--- src/common/fp_exc_pkg.sv ---
// Constants, register map and state codes of the FP exception unit.
// Assumes a single 10 MHz core clock and a synchronous active-low reset.
//
// Summary of operation
// - Divide and square root take fourteen cycles
// - Divide keeps running through exception entry
// - Lazy entry reserves FP space, pushes later
// - Lazy saving active straight after reset
// - At least twelve stacking cycles before handler
// - In-flight divide result always written back
// - Stack wait states stretch stacking safely
// - Clearing lazy enable stacks FP eagerly from the next entry from thread
// - Write buffer lets execution pass pending stores
// - Acknowledged number always equals fetched vector
// - Newer lower-numbered interrupt first, each once
// - Write buffer disable removes vector hazard
// - Asserted level source pends again
package fp_exc_pkg;

  localparam logic [31:0] FP_CTX_CTRL_ADDR = 32'hE000_EF34;
  localparam logic [31:0] AUX_CTRL_ADDR    = 32'hE000_E008;
  localparam logic [31:0] EXC_STATUS_ADDR  = 32'hE000_EF50;

  localparam int LAZY_SAVE_BIT  = 30;
  localparam int LAZY_PEND_BIT  = 0;
  localparam int WBUF_DIS_BIT   = 1;
  localparam int STAT_WBUF_BIT  = 0;
  localparam int STAT_DIV_BIT   = 1;
  localparam int STAT_LAZY_BIT  = 2;
  localparam int STAT_NUM_LSB   = 4;
  localparam int STAT_STATE_LSB = 8;

  localparam logic LAZY_SAVE_RESET = 1'b1;
  localparam logic WBUF_DIS_RESET  = 1'b0;

  localparam int DIV_CYCLES       = 14;
  localparam int STACK_MIN_CYCLES = 12;
  localparam int NUM_IRQ          = 8;
  localparam int IRQ_W            = 3;
  localparam int CNT_W            = 5;
  localparam int DIV_CNT_W        = 4;
  localparam int REG_IDX_W        = 5;
  localparam int FLAG_W           = 5;

  localparam logic [CNT_W-1:0] CORE_WORDS = 5'h08;
  localparam logic [CNT_W-1:0] FP_WORDS   = 5'h11;
  localparam logic [CNT_W-1:0] ALL_WORDS  = CORE_WORDS + FP_WORDS;
  localparam logic [CNT_W-1:0] STACK_MIN  = CNT_W'(STACK_MIN_CYCLES);
  localparam logic [CNT_W-1:0] STACK_LAST = CNT_W'(STACK_MIN_CYCLES - 1);
  localparam logic [CNT_W-1:0] AGE_MAX    = 5'h1F;

  localparam logic [31:0] STACK_TOP  = 32'h2000_8000;
  localparam logic [31:0] FRAME_BASE = STACK_TOP - 32'({ALL_WORDS, 2'b00});

  typedef enum logic [1:0] {
    RSEL_NONE   = 2'h0,
    RSEL_FP_CTX = 2'h1,
    RSEL_AUX    = 2'h2,
    RSEL_STATUS = 2'h3
  } reg_sel_t;

  typedef enum logic [5:0] {
    THREAD     = 6'h01,
    STACKING   = 6'h02,
    HANDLER    = 6'h04,
    LAZY_PUSH  = 6'h08,
    RETURNING  = 6'h10,
    UNSTACKING = 6'h20
  } exc_state_t;

endpackage

--- src/verilog/fp_lazy_stacking_exception_unit.sv ---
// Exception entry/return sequencer with lazy FP stacking and write buffer.
// Assumes interrupt sources and the core run on mclk_in; memory is a
// waitrequest-style master port; registers sit on an Avalon-MM slave.
`timescale 1ns/1ps

module fp_lazy_stacking_exception_unit
  import fp_exc_pkg::*;
(
  input  wire logic                 mclk_in,            // Core clock, 10 MHz
  input  wire logic                 nrst_in,            // Sync reset, active low
  input  wire logic [31:0]          avs_address_in,     // Register byte address
  input  wire logic                 avs_read_in,        // Register read
  input  wire logic                 avs_write_in,       // Register write
  input  wire logic [31:0]          avs_writedata_in,   // Register write data
  input  wire logic [3:0]           avs_byteenable_in,  // Write byte lanes
  output logic [31:0]               avs_readdata_out,   // Register read data
  output logic                      avs_waitrequest_out, // Slave stall
  input  wire logic [NUM_IRQ-1:0]   irq_src_in,         // Level interrupt sources
  output logic                      irq_ack_out,        // Interrupt acknowledge
  output logic [IRQ_W-1:0]          ack_num_out,        // Acknowledged number
  output logic                      vector_fetch_out,   // Vector fetch strobe
  output logic [IRQ_W-1:0]          vector_num_out,     // Fetched vector number
  output logic                      handler_start_out,  // First handler cycle
  output logic                      core_stall_out,     // Core must hold
  input  wire logic                 fp_instr_in,        // Handler FP instruction
  input  wire logic                 exc_return_in,      // branch_exchange_return
  input  wire logic                 barrier_in,         // Data sync barrier
  input  wire logic                 store_valid_in,     // Store request
  input  wire logic [31:0]          store_addr_in,      // Store address
  input  wire logic [31:0]          store_data_in,      // Store data
  output logic                      store_ready_out,    // Store buffer free
  input  wire logic                 div_issue_in,       // Divide or root issue
  input  wire logic [REG_IDX_W-1:0] div_dest_in,        // Divide destination
  input  wire logic [31:0]          div_result_in,      // Divide result
  input  wire logic [FLAG_W-1:0]    div_flags_in,       // Divide flags
  output logic                      rf_we_out,          // Register write strobe
  output logic [REG_IDX_W-1:0]      rf_waddr_out,       // Register write index
  output logic [31:0]               rf_wdata_out,       // Register write data
  output logic                      fp_status_control_reg_we_out,       // Status flag strobe
  output logic [FLAG_W-1:0]         fp_status_control_reg_flags_out,    // Status flags
  output logic                      mem_write_out,      // Memory write request
  output logic                      mem_read_out,       // Memory read request
  output logic [31:0]               mem_addr_out,       // Memory address
  output logic [31:0]               mem_wdata_out,      // Memory write data
  input  wire logic                 mem_waitrequest_in  // Memory stall
);

  ////////////////////////////////////////////////////////////////////////////
  // Decoding helpers

  function automatic reg_sel_t reg_decode(input logic [31:0] addr);
    reg_decode = (addr == FP_CTX_CTRL_ADDR) ? RSEL_FP_CTX :
                 (addr == AUX_CTRL_ADDR)    ? RSEL_AUX :
                 (addr == EXC_STATUS_ADDR)  ? RSEL_STATUS : RSEL_NONE;
  endfunction

  function automatic logic [IRQ_W-1:0] top_pending(input logic [NUM_IRQ-1:0] p);
    top_pending = '0;
    for (int i = NUM_IRQ - 1; i >= 0; i--)
      if (p[i])
        top_pending = IRQ_W'(i);
  endfunction

  ////////////////////////////////////////////////////////////////////////////
  // State and storage

  exc_state_t           state;
  exc_state_t           next_state;
  logic [NUM_IRQ-1:0]   pending;
  logic                 fp_lazy_save_enable;
  logic                 wbuf_dis;
  logic                 lazy_active;
  logic                 fp_in_frame;
  logic [CNT_W-1:0]     xfer_cnt;
  logic [CNT_W-1:0]     stk_cyc;
  logic [CNT_W-1:0]     ack_age;
  logic                 mem_is_store;
  logic                 wbuf_valid;
  logic [31:0]          wbuf_addr;
  logic [31:0]          wbuf_data;
  logic                 div_busy;

  ////////////////////////////////////////////////////////////////////////////
  // Combinational decode

  wire any_pend  = |pending;
  wire [IRQ_W-1:0] top_num = top_pending(pending);
  wire lazy_pend = lazy_active & ~fp_in_frame;
  wire mem_busy  = mem_write_out | mem_read_out;
  wire mem_done  = mem_busy & ~mem_waitrequest_in;
  wire in_xfer   = (state == STACKING) | (state == LAZY_PUSH) | (state == UNSTACKING);

  wire [CNT_W-1:0] xfer_target = (state == LAZY_PUSH) ? FP_WORDS :
                                 fp_in_frame ? ALL_WORDS : CORE_WORDS;
  wire [CNT_W-1:0] xfer_off    = (state == LAZY_PUSH) ? CORE_WORDS : '0;
  wire [CNT_W-1:0] xfer_idx    = xfer_off + xfer_cnt;
  wire [31:0]      xfer_addr   = FRAME_BASE + 32'({xfer_idx, 2'b00});
  wire             xfer_full   = (xfer_cnt == xfer_target);

  // Lazy push waits for a running divide so the frame holds its result
  wire stack_issue = in_xfer & ~mem_busy & ~wbuf_valid & ~xfer_full &
                     ~((state == LAZY_PUSH) & div_busy);
  wire drain_issue = wbuf_valid & ~mem_busy;
  wire xfer_end    = in_xfer & xfer_full & ~mem_busy;
  // Stacking ends on words pushed and on the minimum cycle count
  wire stack_done  = (state == STACKING) & xfer_end & (stk_cyc == STACK_LAST);

  // Return proceeds only with the buffer empty
  // and with no divide able to be overwritten by FP unstacking
  wire ret_ready   = ~wbuf_valid & ~mem_busy & ~(fp_in_frame & div_busy);
  wire take_irq    = any_pend & ((state == THREAD) | ((state == RETURNING) & ret_ready));
  wire tail_chain  = (state == RETURNING) & (next_state == STACKING);

  // Set wins over the acknowledge clear; a held level pends again
  wire [NUM_IRQ-1:0] clr_mask     = take_irq ? (NUM_IRQ'(1) << top_num) : '0;
  wire [NUM_IRQ-1:0] next_pending = (pending & ~clr_mask) | irq_src_in;

  wire store_take      = store_valid_in & store_ready_out;
  wire next_wbuf_valid = store_take | (wbuf_valid & ~(mem_done & mem_is_store));
  wire next_stall      = ~((next_state == THREAD) | (next_state == HANDLER)) |
                         (next_wbuf_valid & (wbuf_dis | barrier_in));

  // Register slave decode
  wire avs_acc    = (avs_read_in | avs_write_in) & avs_waitrequest_out;
  wire wr_take    = avs_write_in & ~avs_waitrequest_out;
  wire fp_ctx_wr  = wr_take & (reg_decode(avs_address_in) == RSEL_FP_CTX) &
                    avs_byteenable_in[LAZY_SAVE_BIT / 8];
  wire aux_wr     = wr_take & (reg_decode(avs_address_in) == RSEL_AUX) &
                    avs_byteenable_in[WBUF_DIS_BIT / 8];
  wire reg_sel_t rd_sel = reg_decode(avs_address_in);
  wire [31:0] fp_ctx_word = (32'(fp_lazy_save_enable) << LAZY_SAVE_BIT) | (32'(lazy_pend) << LAZY_PEND_BIT);
  wire [31:0] aux_word    = 32'(wbuf_dis) << WBUF_DIS_BIT;
  wire [31:0] stat_word   = (32'(wbuf_valid) << STAT_WBUF_BIT) | (32'(div_busy) << STAT_DIV_BIT) |
                            (32'(lazy_pend) << STAT_LAZY_BIT) | (32'(ack_num_out) << STAT_NUM_LSB) |
                            (32'(state) << STAT_STATE_LSB);
  wire [31:0] rd_word     = (rd_sel == RSEL_FP_CTX) ? fp_ctx_word :
                            (rd_sel == RSEL_AUX)    ? aux_word :
                            (rd_sel == RSEL_STATUS) ? stat_word : '0;

  ////////////////////////////////////////////////////////////////////////////
  // Sequencer

  always_comb
  begin
    next_state = state;
    unique case (state)
      THREAD:
        if (take_irq)
          next_state = STACKING;
      STACKING:
        if (stack_done)
          next_state = HANDLER;
      HANDLER:
        if (exc_return_in)
          next_state = RETURNING;
        else if (fp_instr_in & lazy_pend)
          next_state = LAZY_PUSH;
      LAZY_PUSH:
        if (xfer_end)
          next_state = HANDLER;
      RETURNING:
        if (ret_ready)
          next_state = any_pend ? STACKING : UNSTACKING;
      UNSTACKING:
        if (xfer_end)
          next_state = THREAD;
    endcase
  end

  always_ff @(posedge mclk_in)
  begin
    if (!nrst_in)
      state <= THREAD;
    else
      state <= next_state;
  end

  always_ff @(posedge mclk_in)
  begin
    if (!nrst_in)
      pending <= '0;
    else
      pending <= next_pending;
  end

  // Entry captures the lazy mode; eager mode puts FP words in the frame
  always_ff @(posedge mclk_in)
  begin
    if (!nrst_in)
    begin
      lazy_active <= 1'b0;
      fp_in_frame <= 1'b0;
    end
    else if (take_irq & (state == THREAD))
    begin
      lazy_active <= fp_lazy_save_enable;
      fp_in_frame <= ~fp_lazy_save_enable;
    end
    else if ((state == LAZY_PUSH) & xfer_end)
      fp_in_frame <= 1'b1;
    else if ((state == UNSTACKING) & xfer_end)
    begin
      lazy_active <= 1'b0;
      fp_in_frame <= 1'b0;
    end
  end

  always_ff @(posedge mclk_in)
  begin
    if (!nrst_in)
      xfer_cnt <= '0;
    else if (state != next_state)
      xfer_cnt <= tail_chain ? xfer_target : '0;
    else if (mem_done & ~mem_is_store)
      xfer_cnt <= xfer_cnt + 1'b1;
  end

  always_ff @(posedge mclk_in)
  begin
    if (!nrst_in | take_irq)
      stk_cyc <= '0;
    else if ((state == STACKING) & (stk_cyc != STACK_LAST))
      stk_cyc <= stk_cyc + 1'b1;
  end

  ////////////////////////////////////////////////////////////////////////////
  // Interrupt acknowledge and vector; both from one latched number

  always_ff @(posedge mclk_in)
  begin
    if (!nrst_in)
    begin
      irq_ack_out       <= 1'b0;
      ack_num_out       <= '0;
      vector_fetch_out  <= 1'b0;
      vector_num_out    <= '0;
      handler_start_out <= 1'b0;
    end
    else
    begin
      irq_ack_out       <= take_irq;
      vector_fetch_out  <= stack_done;
      handler_start_out <= stack_done;
      if (take_irq)
        ack_num_out <= top_num;
      if (stack_done)
        vector_num_out <= ack_num_out;
    end
  end

  ////////////////////////////////////////////////////////////////////////////
  // Write buffer and memory master

  always_ff @(posedge mclk_in)
  begin
    if (!nrst_in)
    begin
      wbuf_valid      <= 1'b0;
      store_ready_out <= 1'b0;
      core_stall_out  <= 1'b0;
    end
    else
    begin
      wbuf_valid      <= next_wbuf_valid;
      store_ready_out <= ~next_wbuf_valid;
      core_stall_out  <= next_stall;
    end
  end

  always_ff @(posedge mclk_in)
  begin
    if (store_take)
    begin
      wbuf_addr <= store_addr_in;
      wbuf_data <= store_data_in;
    end
  end

  // Stacking words hold until the memory drops its stall
  always_ff @(posedge mclk_in)
  begin
    if (!nrst_in)
    begin
      mem_write_out <= 1'b0;
      mem_read_out  <= 1'b0;
      mem_is_store  <= 1'b0;
      mem_addr_out  <= '0;
      mem_wdata_out <= '0;
    end
    else if (drain_issue)
    begin
      mem_write_out <= 1'b1;
      mem_is_store  <= 1'b1;
      mem_addr_out  <= wbuf_addr;
      mem_wdata_out <= wbuf_data;
    end
    else if (stack_issue)
    begin
      mem_write_out <= (state != UNSTACKING);
      mem_read_out  <= (state == UNSTACKING);
      mem_is_store  <= 1'b0;
      mem_addr_out  <= xfer_addr;
      mem_wdata_out <= 32'(xfer_idx);
    end
    else if (mem_done)
    begin
      mem_write_out <= 1'b0;
      mem_read_out  <= 1'b0;
    end
  end

  ////////////////////////////////////////////////////////////////////////////
  // Register slave

  always_ff @(posedge mclk_in)
  begin
    if (!nrst_in)
    begin
      fp_lazy_save_enable <= LAZY_SAVE_RESET;
      wbuf_dis <= WBUF_DIS_RESET;
    end
    else
    begin
      if (fp_ctx_wr)
        fp_lazy_save_enable <= avs_writedata_in[LAZY_SAVE_BIT];
      if (aux_wr)
        wbuf_dis <= avs_writedata_in[WBUF_DIS_BIT];
    end
  end

  always_ff @(posedge mclk_in)
  begin
    if (!nrst_in)
    begin
      avs_waitrequest_out <= 1'b1;
      avs_readdata_out    <= '0;
    end
    else
    begin
      avs_waitrequest_out <= ~avs_acc;
      if (avs_acc)
        avs_readdata_out <= avs_read_in ? rd_word : '0;
    end
  end

  ////////////////////////////////////////////////////////////////////////////
  // Divide unit

  fp_div_unit div_unit (
    .mclk_in         (mclk_in),
    .nrst_in         (nrst_in),
    .issue_in        (div_issue_in),
    .dest_in         (div_dest_in),
    .result_in       (div_result_in),
    .flags_in        (div_flags_in),
    .busy_out        (div_busy),
    .rf_we_out       (rf_we_out),
    .rf_waddr_out    (rf_waddr_out),
    .rf_wdata_out    (rf_wdata_out),
    .fp_status_control_reg_we_out    (fp_status_control_reg_we_out),
    .fp_status_control_reg_flags_out (fp_status_control_reg_flags_out)
  );

  ////////////////////////////////////////////////////////////////////////////
  // Checks

  always_ff @(posedge mclk_in)
  begin
    if (!nrst_in)
      ack_age <= AGE_MAX;
    else if (irq_ack_out)
      ack_age <= 5'h01;
    else if (ack_age != AGE_MAX)
      ack_age <= ack_age + 1'b1;
  end

  a_stack_min_time:
  assert property (@(posedge mclk_in) disable iff (!nrst_in)
    handler_start_out |-> (ack_age >= STACK_MIN))
    else $error("handler started before twelve stacking cycles");

  a_ack_vector_match:
  assert property (@(posedge mclk_in) disable iff (!nrst_in)
    vector_fetch_out |-> (vector_num_out == ack_num_out))
    else $error("vector differs from acknowledged interrupt");

  a_lazy_trigger:
  assert property (@(posedge mclk_in) disable iff (!nrst_in)
    (state == HANDLER && fp_instr_in && lazy_pend && !exc_return_in) |=> (state == LAZY_PUSH))
    else $error("first FP instruction did not start lazy push");

  a_lazy_reset_on:
  assert property (@(posedge mclk_in) disable iff (!nrst_in)
    $past(!nrst_in) |-> fp_lazy_save_enable)
    else $error("lazy saving not active after reset");

  a_eager_frame:
  assert property (@(posedge mclk_in) disable iff (!nrst_in)
    (state == STACKING && !lazy_active) |-> fp_in_frame)
    else $error("eager entry left FP context out of frame");

  a_return_drained:
  assert property (@(posedge mclk_in) disable iff (!nrst_in)
    (state == RETURNING && next_state != RETURNING) |-> !wbuf_valid)
    else $error("return overlapped a buffered store");

  a_level_repend:
  assert property (@(posedge mclk_in) disable iff (!nrst_in)
    (|irq_src_in) |=> ((pending & $past(irq_src_in)) == $past(irq_src_in)))
    else $error("asserted source not pending");

  a_wbuf_off_stall:
  assert property (@(posedge mclk_in) disable iff (!nrst_in)
    (wbuf_valid && wbuf_dis && $stable(wbuf_dis)) |-> core_stall_out)
    else $error("core ran ahead of store with buffer disabled");

  a_div_return_hold:
  assert property (@(posedge mclk_in) disable iff (!nrst_in)
    (state == RETURNING && fp_in_frame && div_busy) |=> (state == RETURNING))
    else $error("FP unstack could overwrite divide result");

  a_ack_single:
  assert property (@(posedge mclk_in) disable iff (!nrst_in)
    irq_ack_out |=> !irq_ack_out)
    else $error("acknowledge lasted more than one cycle");

endmodule

--- src/verilog/fp_div_unit.sv ---
// Iterative divide / square-root sequencer with register write-back.
// Assumes the datapath holds the numeric result on result_in at completion.
`timescale 1ns/1ps

module fp_div_unit
  import fp_exc_pkg::*;
(
  input  wire logic                 mclk_in,      // Core clock
  input  wire logic                 nrst_in,      // Sync reset, active low
  input  wire logic                 issue_in,     // Divide or root issued
  input  wire logic [REG_IDX_W-1:0] dest_in,      // Destination register
  input  wire logic [31:0]          result_in,    // Datapath result
  input  wire logic [FLAG_W-1:0]    flags_in,     // Datapath status flags
  output logic                      busy_out,     // Operation in flight
  output logic                      rf_we_out,    // Register write strobe
  output logic [REG_IDX_W-1:0]      rf_waddr_out, // Register write index
  output logic [31:0]               rf_wdata_out, // Register write data
  output logic                      fp_status_control_reg_we_out, // Status flag strobe
  output logic [FLAG_W-1:0]         fp_status_control_reg_flags_out // Status flags
);

  localparam logic [DIV_CNT_W-1:0] DIV_LAST = DIV_CNT_W'(DIV_CYCLES - 2);

  logic [DIV_CNT_W-1:0] cnt;
  logic [REG_IDX_W-1:0] dest;

  wire start  = issue_in & ~busy_out;
  wire finish = busy_out & (cnt == DIV_LAST);

  always_ff @(posedge mclk_in)
  begin
    if (!nrst_in)
    begin
      busy_out <= 1'b0;
      cnt      <= '0;
      dest     <= '0;
    end
    else if (start)
    begin
      busy_out <= 1'b1;
      cnt      <= '0;
      dest     <= dest_in;
    end
    else if (finish)
      busy_out <= 1'b0;
    else if (busy_out)
      cnt <= cnt + 1'b1; // Nothing aborts a running operation
  end

  // Write-back is unconditional, whatever the exception state
  always_ff @(posedge mclk_in)
  begin
    if (!nrst_in)
    begin
      rf_we_out       <= 1'b0;
      fp_status_control_reg_we_out    <= 1'b0;
      rf_waddr_out    <= '0;
      rf_wdata_out    <= '0;
      fp_status_control_reg_flags_out <= '0;
    end
    else
    begin
      rf_we_out    <= finish;
      fp_status_control_reg_we_out <= finish;
      if (finish)
      begin
        rf_waddr_out    <= dest;
        rf_wdata_out    <= result_in;
        fp_status_control_reg_flags_out <= flags_in;
      end
    end
  end

  a_div_latency:
  assert property (@(posedge mclk_in) disable iff (!nrst_in)
    (issue_in && !busy_out) |-> ##14 (rf_we_out && fp_status_control_reg_we_out))
    else $error("divide did not complete in fourteen cycles");

  a_div_no_abort:
  assert property (@(posedge mclk_in) disable iff (!nrst_in)
    (busy_out && cnt != DIV_LAST) |=> busy_out)
    else $error("divide left busy before completion");

endmodule

--- config.mk ---
export PLATFORM = sky130hd
export DESIGN_NAME = fp_lazy_stacking_exception_unit
export DESIGN_NICKNAME = d
export VERILOG_FILES = /design/src/common/fp_exc_pkg.sv /design/src/verilog/fp_lazy_stacking_exception_unit.sv /design/src/verilog/fp_div_unit.sv
export SDC_FILE = /design/constraint.sdc
export NUM_CORES = 1
export LEC_CHECK = 0
export CAP_MARGIN = 40
export CORE_MARGIN = 3
export CORE_UTILIZATION = 50
export DETAILED_ROUTE_END_ITERATION = 6
export DONT_BUFFER_PORTS = 1
export PLACE_DENSITY = 0.61
export SETUP_SLACK_MARGIN = 0.2
export SLEW_MARGIN = 20
export SYNTH_ARGS = -nofsm -noshare
export SYNTH_HDL_FRONTEND = slang
export SYNTH_HIERARCHICAL = 1
export SYNTH_SLANG_ARGS = --single-unit
export TNS_END_PERCENT = 30
--- constraint.sdc ---
create_clock -name mclk_in -period 4.55 [get_ports mclk_in]
set_input_delay 1.365 -clock mclk_in [delete_from_list [all_inputs] [get_ports mclk_in]]
set_output_delay 1.365 -clock mclk_in [all_outputs]
set_load 0.03 [all_outputs]
After elaboration in Yosys (flattened, before gate mapping)

Cells that the tools add are included.
W data, S select, Z words.

Multiplexer cells: 48
Add/subtract/negate cells: 5
Bitwise logic cells: 72
Reduce and logical (&&, ||, !) cells: 13
Shift operators: 1
Equal/unequal tests: 22

Operators by type and width:

| cell                    | number |
|---|---|
| $mux W32                | 4 |
| $eq A32 B32 Y1 const B  | 3 |
| $mux W31                | 2 |
| $mux W6                 | 8 |
| $and A1 B1 Y1           | 36 |
| $pmux W6 S6             | 1 |
| $add A30 B7 Y31 const A | 1 |
| $or A31 B1 Y31          | 1 |
| $mux W14                | 2 |
| $mux W5                 | 5 |
| $mux W3                 | 8 |
| $not A1 Y1              | 18 |
| $or A7 B14 Y14          | 1 |
| $mux W1                 | 13 |
| $eq A6 B1 Y1 const B    | 2 |
| $eq A6 B2 Y1 const B    | 2 |
| $eq A6 B3 Y1 const B    | 2 |
| $add A5 B1 Y5 const B   | 2 |
| $or A1 B1 Y1            | 10 |
| $reduce_bool A2 Y1      | 5 |
| $and A8 B8 Y8           | 1 |
| $mux W8                 | 1 |
| $not A8 Y8              | 1 |
| $or A8 B8 Y8            | 1 |
| other kinds (25)        | 31 |

Register bits: 256
Bits of input ports: 192

Longest topological paths before layout

Gate-level depths: netlist of the first run.

Word-level depth: 13
Mapped depth: 12
Depth with buffers taken out: 9

By module

The synthesis of the first run kept the hierarchy.

By module, submodules not included:

| module                          | area each (um^2) | seq. area each (um^2) | cells an instance | times used |
|---|---|---|---|---|
| fp_lazy_stacking_exception_unit | 7521.0           | 4324.1                | 719               | 1 |
| fp_div_unit                     | 2205.9           | 1061.0                | 238               | 1 |

Least setup slack after synthesis of the first run

No wires, ideal clock.

Path type: input to register
From: in store_valid_in
To: reg core_stall_out
Arrival time: 3365 ps
Library setup time: 77 ps
Setup slack: 1108 ps
Cell stages on the path: 5
Buffers on the path: 0
Cell sequence: and2_1 -> a21oi_1 -> nor2_1 -> nor2_1 -> a41oi_2

Longest elaborated chain between the ends: 4

RTL lines:

| what                 | RTL line                               | RTL |
|---|---|---|
| from (decl)          | fp_lazy_stacking_exception_unit.sv:28  | `input wire logic store_valid_in,` |
| $and A1 B1 Y1        | fp_lazy_stacking_exception_unit.sv:118 | `wire store_take = store_valid_in & store_ready_out;` |
| $or A1 B1 Y1         | fp_lazy_stacking_exception_unit.sv:119 | `wire next_wbuf_valid = store_take \| (wbuf_valid & ~(mem_done & mem_is_store));` |
| $and A1 B1 Y1        | fp_lazy_stacking_exception_unit.sv:121 | `(next_wbuf_valid & (wbuf_dis \| barrier_in));` |
| $or A1 B1 Y1         | fp_lazy_stacking_exception_unit.sv:120 | `wire next_stall = ~((next_state == THREAD) \| (next_state == HANDLER)) \|` |
| to (signal assigned) | fp_lazy_stacking_exception_unit.sv:266 | `core_stall_out <= next_stall;` |
| to (decl)            | fp_lazy_stacking_exception_unit.sv:24  | `output logic core_stall_out,` |

Every way passes these cells.
A chain may end at the register's enable or synchronous reset.

Worst setup path in the final report of the first run

From: reg state[1]
To: reg mem_addr_out[15]

Longest elaborated chain between the ends: 8
Elaborated cells between the ends (all ways): 20

RTL lines:

| what                                                                    | RTL line                               | RTL |
|---|---|---|
| from (decl)                                                             | fp_lazy_stacking_exception_unit.sv:67  | `exc_state_t state;` |
| from (signal assigned)                                                  | fp_lazy_stacking_exception_unit.sv:175 | `state <= next_state;` |
| parallel branches: the longest is 8 deep, another holds $add A30 B7 Y31 | -                                      |  |
| to (signal assigned)                                                    | fp_lazy_stacking_exception_unit.sv:294 | `mem_addr_out <= wbuf_addr;` |
| to (signal assigned)                                                    | fp_lazy_stacking_exception_unit.sv:302 | `mem_addr_out <= xfer_addr;` |
| to (decl)                                                               | fp_lazy_stacking_exception_unit.sv:43  | `output logic [31:0] mem_addr_out,` |

Several ways; the timed one is not identified. The select of a mux whose other input is x is not followed.

==> impl_metrics.env, run 1 <==
export IMPL_finalHoldViolCount=0
export IMPL_ir_drop_mv=0.375
export IMPL_synth_flop_cell="dfxtp_1"
export IMPL_power_density_mw_per_mm2=472
export IMPL_cap_violations=0
export IMPL_drt_iter0_drc=467
export IMPL_holdPathEnd="div_unit/rf_waddr_out[0]$_SDFFE_PN0P_"
export IMPL_gr_total_overflow=0
export IMPL_final_area_mm2=0.0106
export IMPL_critPathBufInv=1
export IMPL_min_period_ns=3.45
export IMPL_grt_met2_usage_pct=32.7
export IMPL_crit_path_start="state[1]$_SDFF_PN0_"
export IMPL_slowest_stage="nor4_2"
export IMPL_synth_edff_count=64
export IMPL_utilization_pct=56.3
export IMPL_synth_area_mm2=0.00973
export IMPL_grt_pass1_wl_mm=35.3
export IMPL_start_kind="register"
export IMPL_busiest_layer="met2"
export IMPL_required_ns=5.01
export IMPL_synth_seq_area_share_pct=55.4
export IMPL_netlist_instances=957
export IMPL_grt_usage_pct=20.0
export IMPL_rsz0062_at_grt="false"
export IMPL_worstPathArrival_ns=3.91
export IMPL_cp_max_fo=53
export IMPL_hpwl_mm=15.3
export IMPL_path_common_cell="and2_1"
export IMPL_cts_buffers=26
export IMPL_first_pass_iters=5
export IMPL_post_cts_buffers=0
export IMPL_ant_nets=0
export IMPL_holdWs_ns=0.460
export IMPL_pre_cts_ws_ns=1.12
export IMPL_chipHeight_um=145
export IMPL_antenna_found_initial=0
export IMPL_area_delta_synth_final_pct=9.30
export IMPL_yosysMostFrequentCell="dfxtp_1"
export IMPL_gp_congestion=0.840
export IMPL_place_area_mm2=0.00970
export IMPL_core_mm2=0.0189
export IMPL_ctsHtreeMaxLevel=1
export IMPL_start_util_pct=51.5
export IMPL_grt_met3_usage_pct=6.14
export IMPL_rows=50
export IMPL_viasPerCell=5.61
export IMPL_io_pins=346
export IMPL_worstMarginPinSlew_ns=0.822
export IMPL_clk_latency_ns=0.52
export IMPL_ys_types=76
export IMPL_vias=6785
export IMPL_r2r_slack_ns=1.10
export IMPL_grt_pass1_vias=6317
export IMPL_numPortBuffers=0
export IMPL_clockBufferDepth=3
export IMPL_synth_seq_cells=237
export IMPL_setup_ws_ns=1.10
export IMPL_max_freq_mhz=290
export IMPL_route_detailed_drc=0
export IMPL_timing_slew_headroom_pct=45.0
export IMPL_drive_gt1_share_pct=13.6
export IMPL_ctsHoldBuffers=0
export IMPL_grt_max_degree=70
export IMPL_cts_tree="yes"
export IMPL_r2r_end="mem_addr_out[15]$_SDFFE_PN0P_"
export IMPL_root_buffer="clkbuf_16"
export IMPL_avgSynthCellArea_um2=10.2
export IMPL_reg2reg_depth=9
export IMPL_async_reset_ff_share_pct=0
export IMPL_status="finished clean"
export IMPL_clock_sinks=237
export IMPL_die_w_um=145
export IMPL_cts_resized=0
export IMPL_fin_nets=1128
export IMPL_whs_path_depth=2
export IMPL_slowest_delay_ns=0.53
export IMPL_period_share_pct=75.9
export IMPL_synthTopCellsByCount="dfxtp_1, nand2_1, a21oi_1"
export IMPL_worstPathCellList="nor4_2 -> and2_1 -> ha_1 -> nor3b_1 -> o21ai_2 -> nand2_4 -> buf_4 -> and2_1 -> o221a_1"
export IMPL_hp_start="div_unit/dest[0]$_SDFFE_PN0P_"
export IMPL_fin_skew_ns=0.00806
export IMPL_cp_end_kind="register"
export IMPL_path_delay_family="simple AND/OR/NAND/NOR gates"
export IMPL_p_leak_nw=3.66
export IMPL_slew_viol_final=0
export IMPL_r2r_start="state[1]$_SDFF_PN0_"
export IMPL_drt_total_wl_mm=22.4
export IMPL_dieArea_mm2=0.0212
export IMPL_clk_pin_slew_ns=0.06
export IMPL_synth_top_area_share_pct=35.6
export IMPL_post_drt_wl_per_cell_um=18.5
export IMPL_hp_class="register to register"
export IMPL_synth_area_leaders="dfxtp_1, edfxtp_1, nand2_1, a21boi_2, a21oi_1"
export IMPL_yosys_warnings=6
export IMPL_yosysTopAreaCell="dfxtp_1"
export IMPL_fin_tns_setup_ns=0
export IMPL_setup_violations=0
export IMPL_path_class="register to register"
export IMPL_use_met1_pct=26.5
==> power by group <==
part / switching [mW] / internal (mW)
combinational: 0.246 / 0.136
clock: 0.828 / 1.37
sequential: 0.182 / 2.27
total: 1.26 / 3.77
==> worst max path at each step <==
stage	end	slack [ns]	cells past startpoint
4_1_cts	mem_addr_out[15]$_SDFFE_PN0P_	1.08	9
3_5_place_dp	mem_addr_out[15]$_SDFFE_PN0P_	1.12	9
6_report	mem_addr_out[15]$_SDFFE_PN0P_	1.10	9
5_1_grt	mem_wdata_out[21]$_SDFFE_PN0P_	0.75	9
2_1_floorplan	core_stall_out$_SDFF_PN0_	1.11	5
3_3_place_gp	mem_addr_out[15]$_SDFFE_PN0P_	1.15	9
==> sequential cells by signal, summed over array words and instances (netlist names), 6 cells and up <==
signal                 count
wbuf_addr                 32
state                      6
div_unit/rf_wdata_out     32
mem_addr_out              32
wbuf_data                 32
avs_readdata_out          13
mem_wdata_out             32
pending                    8
==> metal layers <==
metal / wire length, um / vias up / part of all wire (%)
li1: - / 3307 / -
met1: 9350 / 3183 / 42
met2: 10600 / 270 / 47
met3: 2030 / 25 / 9.1
met4: 386 / 0 / 1.7
met5: 0 / - / 0
==> per-stage QoR <==
| step | power (mW) | std cells |
|---|---|---|
| finish | 5.02 | 1210 |
| global route | 5.22 | 1209 |
| CTS | 5.08 | 1209 |
| detailed placement | 2.88 | 1161 |
| global placement | 2.87 | 1159 |
| floorplan | 2.81 | 975 |
==> area by class of cell <==
cell class,count,area (um2)
timing repair buffer,9,100
antenna,1,2.50
tap,260,325
fill,1665,8260
sequential,237,5390
clock buffer,36,779
multi-input combinational,639,3830
clock inverter,12,145
inverter,16,61.3
==> cells by family (layout without fill, tap and decap cells) <==
group / Yosys count / count (layout) / share of synthesized area (%)
compound gates: 219 / 219 / 17.3
flops: 237 / 237 / 55.4
mux: 7 / 7 / 0.720
buf+inv: 99 / 73 / 5.98
xor+xnor: 12 / 12 / 1.08
simple gates: 375 / 375 / 18.6
other cells: 1 / 20 / 0.0386
fa+ha+maj: 7 / 7 / 0.900
==> cell usage in the layout (no fill, tap or decap), types with 18 or more instances in the layout <==
| cell | synthesis | routed |
|---|---|---|
| dfxtp_1 | 173 | 173 |
| a22oi_1 | 18 | 18 |
| a21boi_2 | 40 | 40 |
| clkbuf_16 | 0 | 27 |
| nand3_1 | 66 | 66 |
| edfxtp_1 | 64 | 64 |
| nor2_1 | 50 | 50 |
| conb_1 | 1 | 19 |
| nand2_1 | 171 | 170 |
| a21oi_1 | 84 | 84 |
==> tightest hold or removal path, delay by kind of cell, from the launching register on <==
| kind | cells | cell delay (ns) |
|---|---|---|
| AOI/OAI and AO/OA | 1 | 0.04 |
| DFF | 1 | 0.31 |
| and+or+nand+nor | 1 | 0.06 |
Note: power is estimated with default switching activity, not from simulation.
==> inputs of run 2 (changes only) <==
Settings changed: PLACE_DENSITY 0.61 to 0.64.
Clock period 4.55 ns to 2.83 ns, I/O delays scaled along.
==> impl_metrics.env, run 2 (synthesized netlist as in run 1, its figures left out) <==
export IMPL_core_mm2=0.0189
export IMPL_start_kind="register"
export IMPL_cts_tree="yes"
export IMPL_holdPathEnd="state[0]$_SDFF_PN1_"
export IMPL_hp_start="nrst_in"
export IMPL_r2r_start="state[0]$_SDFF_PN1_"
export IMPL_min_period_ns=2.40
export IMPL_clk_latency_ns=0.52
export IMPL_grt_met3_usage_pct=6.66
export IMPL_die_w_um=145
export IMPL_power_density_mw_per_mm2=712
export IMPL_period_share_pct=84.9
export IMPL_rsz0062_at_grt="false"
export IMPL_gp_congestion=0.795
export IMPL_dieArea_mm2=0.0212
export IMPL_path_class="register to register"
export IMPL_first_pass_iters=5
export IMPL_use_met1_pct=24.7
export IMPL_setup_violations=0
export IMPL_clock_sinks=237
export IMPL_cp_max_fo=7
export IMPL_grt_pass1_wl_mm=35.4
export IMPL_gr_total_overflow=0
export IMPL_ant_nets=0
export IMPL_whs_path_depth=1
export IMPL_grt_max_degree=70
export IMPL_root_buffer="clkbuf_16"
export IMPL_p_leak_nw=3.70
export IMPL_reg2reg_depth=8
export IMPL_place_inst=1183
export IMPL_cap_violations=0
export IMPL_viasPerCell=5.57
export IMPL_multi_input_area_mm2=0.00384
export IMPL_required_ns=3.24
export IMPL_chipHeight_um=145
export IMPL_grt_usage_pct=20.1
export IMPL_drt_iter0_drc=323
export IMPL_cts_buffers=25
export IMPL_grt_pass1_vias=6552
export IMPL_power_total_mw=7.58
export IMPL_r2r_slack_ns=0.43
export IMPL_clockBufferDepth=3
export IMPL_fin_nets=1149
export IMPL_drt_total_wl_mm=22.6
export IMPL_fin_skew_ns=0.0107
export IMPL_area_delta_synth_final_pct=9.53
export IMPL_ctsHoldBuffers=0
export IMPL_r2r_end="xfer_cnt[4]$_SDFFE_PN0P_"
export IMPL_regArea_mm2=0.00539
export IMPL_status="finished clean"
export IMPL_vias=6861
export IMPL_ir_drop_mv=0.503
export IMPL_cp_end_kind="register"
export IMPL_ctsHtreeMaxLevel=1
export IMPL_rows=50
export IMPL_route_detailed_drc=0
export IMPL_io_pins=346
export IMPL_fillCellCount=1691
export IMPL_numPortBuffers=0
export IMPL_final_cells=1231
export IMPL_worstPathArrival_ns=2.81
export IMPL_clk_pin_slew_ns=0.06
export IMPL_start_util_pct=51.5
export IMPL_max_freq_mhz=416
export IMPL_fin_tns_setup_ns=0
export IMPL_grt_met2_usage_pct=34.4
export IMPL_mostFrequentLayoutCell="dfxtp_1"
export IMPL_antenna_found_initial=4
export IMPL_worstMarginPinSlew_ns=0.666
export IMPL_timing_slew_headroom_pct=55.6
export IMPL_slew_viol_final=0
export IMPL_holdWs_ns=0.411
export IMPL_final_cell_mix="dfxtp_1, nand2_1, a21oi_1"
export IMPL_post_drt_wl_per_cell_um=18.4
export IMPL_drive_gt1_share_pct=14.7
export IMPL_busiest_layer="met2"
export IMPL_finalHoldViolCount=0
export IMPL_hp_class="input pin to register"
export IMPL_hpwl_mm=15.8
-- run 2: changes by cell type in the layout (fill, tap and decap cells not counted), moves of 2 or more --
cell,delta
clkbuf_1,+2
clkbuf_8,-5
clkinv_1,+6
buf_12,+3
buf_4,+20
clkbuf_16,-2
bufinv_16,-3
-- run 2: critical path, cell delays in order, from the launching register on --
cell and delay (ns):
dfxtp_1 0.31, nor4_2 0.31, and2_1 0.22, ha_1 0.25, nor3b_2 0.18, and2_1 0.19
o211ai_1 0.20, nand3_2 0.25, o311a_1 0.37
-- run 2: routing by layer --
metal  up-vias  routed length, um
met1      3213               9200
met2       277              10900
li1       3333                  -
met5         -                 41
met4         6                340
met3        32               2110
-- run 2: cell type report --
type                       instances  share of cell area [%]
tap                              260                    3.05
timing repair buffer              31                    2.65
antenna                            2                  0.0470
inverter                          16                   0.575
clock inverter                    15                   0.834
sequential                       237                    50.5
clock buffer                      31                    6.27
multi-input combinational        639                    36.0
-- run 2: stage by stage --
stage / worst slack [ns] / utilization (%) / cell area [um2]
2_1_floorplan: 0.350 / - / 9800
3_3_place_gp: 0.246 / 52.3 / 9890
3_5_place_dp: 0.236 / 52.3 / 9890
4_1_cts: 0.299 / 56.3 / 10600
5_1_grt: 0.206 / 56.4 / 10700
6_report: 0.428 / 56.4 / 10700
-- run 2: report_power, final --
part | internal (mW) | total [mW] | switching [mW]
registers | 3.64 | 3.90 | 0.256
clock network | 1.68 | 2.99 | 1.31
logic | 0.256 | 0.691 | 0.435
-- run 2: how the worst max path moves through the flow --
stage,from,cells past startpoint,endpoint
floorplan,state[1]$_SDFF_PN0_,10,core_stall_out$_SDFF_PN0_
global placement,avs_address_in[17],6,avs_readdata_out[1]$_SDFFE_PN0P_
detailed placement,avs_address_in[17],6,avs_readdata_out[1]$_SDFFE_PN0P_
CTS,state[0]$_SDFF_PN1_,9,vector_num_out[2]$_SDFFE_PN0P_
global route,state[0]$_SDFF_PN1_,9,vector_num_out[0]$_SDFFE_PN0P_
finish,state[0]$_SDFF_PN1_,8,xfer_cnt[4]$_SDFFE_PN0P_
-- run 2: repair_timing --
action,4_1_cts,5_1_grt
buffers inserted,0,0
setup endpoints to repair,0,34
resized for setup,0,1
==> inputs of run 3 (changes only) <==
Clock period 2.83 ns to 2.1 ns, I/O delays scaled along.
==> impl_metrics.env, run 3 (synthesized netlist as in run 1, its figures left out) <==
export IMPL_status="finished with violations"
export IMPL_violations="setup timing"
export IMPL_grt_usage_pct=20.8
export IMPL_cts_tree="yes"
export IMPL_required_ns=2.54
export IMPL_power_density_mw_per_mm2=965
export IMPL_area_delta_synth_final_pct=16.9
export IMPL_critPathBufInv=3
export IMPL_antenna_found_initial=4
export IMPL_drive_gt1_share_pct=22.1
export IMPL_power_internal_mw=8.21
export IMPL_drt_iter0_drc=373
export IMPL_chipHeight_um=145
export IMPL_route_detailed_drc=0
export IMPL_root_buffer="clkbuf_16"
export IMPL_finalHoldViolCount=0
export IMPL_slew_viol_final=0
export IMPL_ir_drop_mv=0.751
export IMPL_place_area_mm2=0.0103
export IMPL_die_w_um=145
export IMPL_gp_congestion=0.795
export IMPL_clockBufferDepth=3
export IMPL_ctsHoldBuffers=0
export IMPL_core_mm2=0.0189
export IMPL_cp_max_fo=5
export IMPL_final_area_mm2=0.0114
export IMPL_swShare_pct=25.2
export IMPL_final_cell_mix="dfxtp_1, nand2_1, a21oi_1"
export IMPL_power_frac_seq_pct=47.9
export IMPL_slowest_delay_ns=0.33
export IMPL_path_delay_family="simple AND/OR/NAND/NOR gates"
export IMPL_gr_total_overflow=0
export IMPL_p_sw_mw=2.77
export IMPL_clock_sinks=237
export IMPL_timing_slew_headroom_pct=56.6
export IMPL_mostFrequentLayoutCell="dfxtp_1"
export IMPL_start_kind="register"
export IMPL_p_leak_nw=4.08
export IMPL_path_class="register to register"
export IMPL_hp_class="input pin to register"
export IMPL_start_util_pct=51.5
export IMPL_ant_nets=0
export IMPL_fillCellCount=1617
export IMPL_grt_pass1_vias=6811
export IMPL_worstPathArrival_ns=2.64
export IMPL_hpwl_mm=16.3
export IMPL_multi_input_area_mm2=0.00399
export IMPL_regArea_mm2=0.00539
export IMPL_worstMarginPinSlew_ns=0.645
export IMPL_max_freq_mhz=455
export IMPL_worstPathCellList="nor4_4 -> and2_4 -> ha_4 -> nor3b_4 -> and2_4 -> o211ai_1 -> buf_4 -> nand3_4 -> buf_6 -> buf_4 -> nor3_2"
export IMPL_first_pass_iters=5
export IMPL_dieArea_mm2=0.0212
export IMPL_vias=7199
export IMPL_grt_pass1_wl_mm=36.7
export IMPL_drt_total_wl_mm=23.5
export IMPL_slowest_stage="dfxtp_2"
export IMPL_io_pins=346
export IMPL_grt_max_degree=70
export IMPL_fin_nets=1203
export IMPL_viasPerCell=5.60
export IMPL_rows=50
export IMPL_ctsHtreeMaxLevel=1
export IMPL_pre_cts_ws_ns=-0.217
export IMPL_setup_violations=22
export IMPL_rsz0062_at_grt="true"
export IMPL_cp_end_kind="register"
export IMPL_fin_skew_ns=0.0195
export IMPL_clk_latency_ns=0.52
export IMPL_cts_buffers=25
export IMPL_p_comb_share_pct=10.2
export IMPL_period_share_pct=105
export IMPL_numPortBuffers=0
export IMPL_clock_power_share_pct=41.8
export IMPL_setup_ws_ns=-0.0990
export IMPL_clk_pin_slew_ns=0.06
export IMPL_min_period_ns=2.20
export IMPL_cap_violations=0
export IMPL_post_drt_wl_per_cell_um=18.3
-- run 3: cell types whose count changed in the layout (fill, tap and decap cells not counted), sizes merged --
cell,delta
buf,+52
diode,+2
clkinv,-1
inv,-1
clkbuf,-3
nand2,+1
bufinv,+5
bufbuf,+1
clkinvlp,-1
-- run 3: path summary, 6_finish.rpt --
check | start | endpoint | cells after the start | slack (ns)
max | state[0]$_SDFF_PN1_ | xfer_cnt[2]$_SDFFE_PN0P_ | 11 | -0.1
min | store_data_in[3] | wbuf_data[3]$_DFFE_PP_ | 0 | 0.20
max reg2reg | state[0]$_SDFF_PN1_ | xfer_cnt[2]$_SDFFE_PN0P_ | 11 | -0.1
min reg2reg | div_unit/dest[4]$_SDFFE_PN0P_ | div_unit/rf_waddr_out[4]$_SDFFE_PN0P_ | 2 | 0.46
-- run 3: final cells by class --
class,instances,area share [%]
Sequential cell,237,47.4
Multi-Input combinational cell,640,35.1
Timing Repair Buffer,84,6.51
Clock buffer,28,5.69
Tap cell,260,2.86
Clock inverter,17,1.85
Inverter,16,0.539
Antenna cell,4,0.0880
-- run 3: through the flow --
| step | instances | util (%) | power [mW] | hold WS (ns) | setup TNS [ns] |
|---|---|---|---|---|---|
| final | 1286 | 60.2 | 11.0 | 0.203 | -0.982 |
| after global routing | 1286 | 60.2 | 11.4 | 0.186 | -9.38 |
| after CTS | 1278 | 59.6 | 11.0 | 0.166 | -1.23 |
| after detailed placement | 1225 | 54.3 | 6.39 | 0.451 | -2.83 |
| after global placement | 1225 | 54.3 | 6.37 | 0.449 | -2.21 |
| after floorplan | 975 | - | 6.09 | 0.441 | -0.556 |
-- run 3: metal layers --
metal	share of wire [%]	global-route usage (%)
met1	40	25.9
met2	47	34.1
met5	0	0
met3	9.1	6.66
met4	3.3	7.55
-- run 3: what timing repair did --
item / 4_1_cts / 5_1_grt
setup buffers: 6 / 4
gates cloned: 2 / 0
pin swaps: 13 / 20
endpoints found under the setup margin: 87 / 100
resized for setup: 15 / 19
-- run 3: power groups by stage --
| stage | combinational [mW] | clock [mW] | sequential, mW |
|---|---|---|---|
| after floorplan | 0.795 | 0 | 5.30 |
| after global placement | 1.02 | 0 | 5.36 |
| after detailed placement | 1.03 | 0 | 5.36 |
| after CTS | 1.10 | 4.68 | 5.27 |
| after global routing | 1.24 | 4.88 | 5.28 |
| final | 1.12 | 4.59 | 5.26 |
-- run 3: worst reg2reg max path, delay by kind of cell (launching register included) --
kind	cells	cell delay, ns
AO/OA/AOI/OAI	1	0.13
adder cells (fa/ha/maj)	1	0.19
buffers and inverters	3	0.46
flip-flops	1	0.33
AND/OR/NAND/NOR	6	1.01
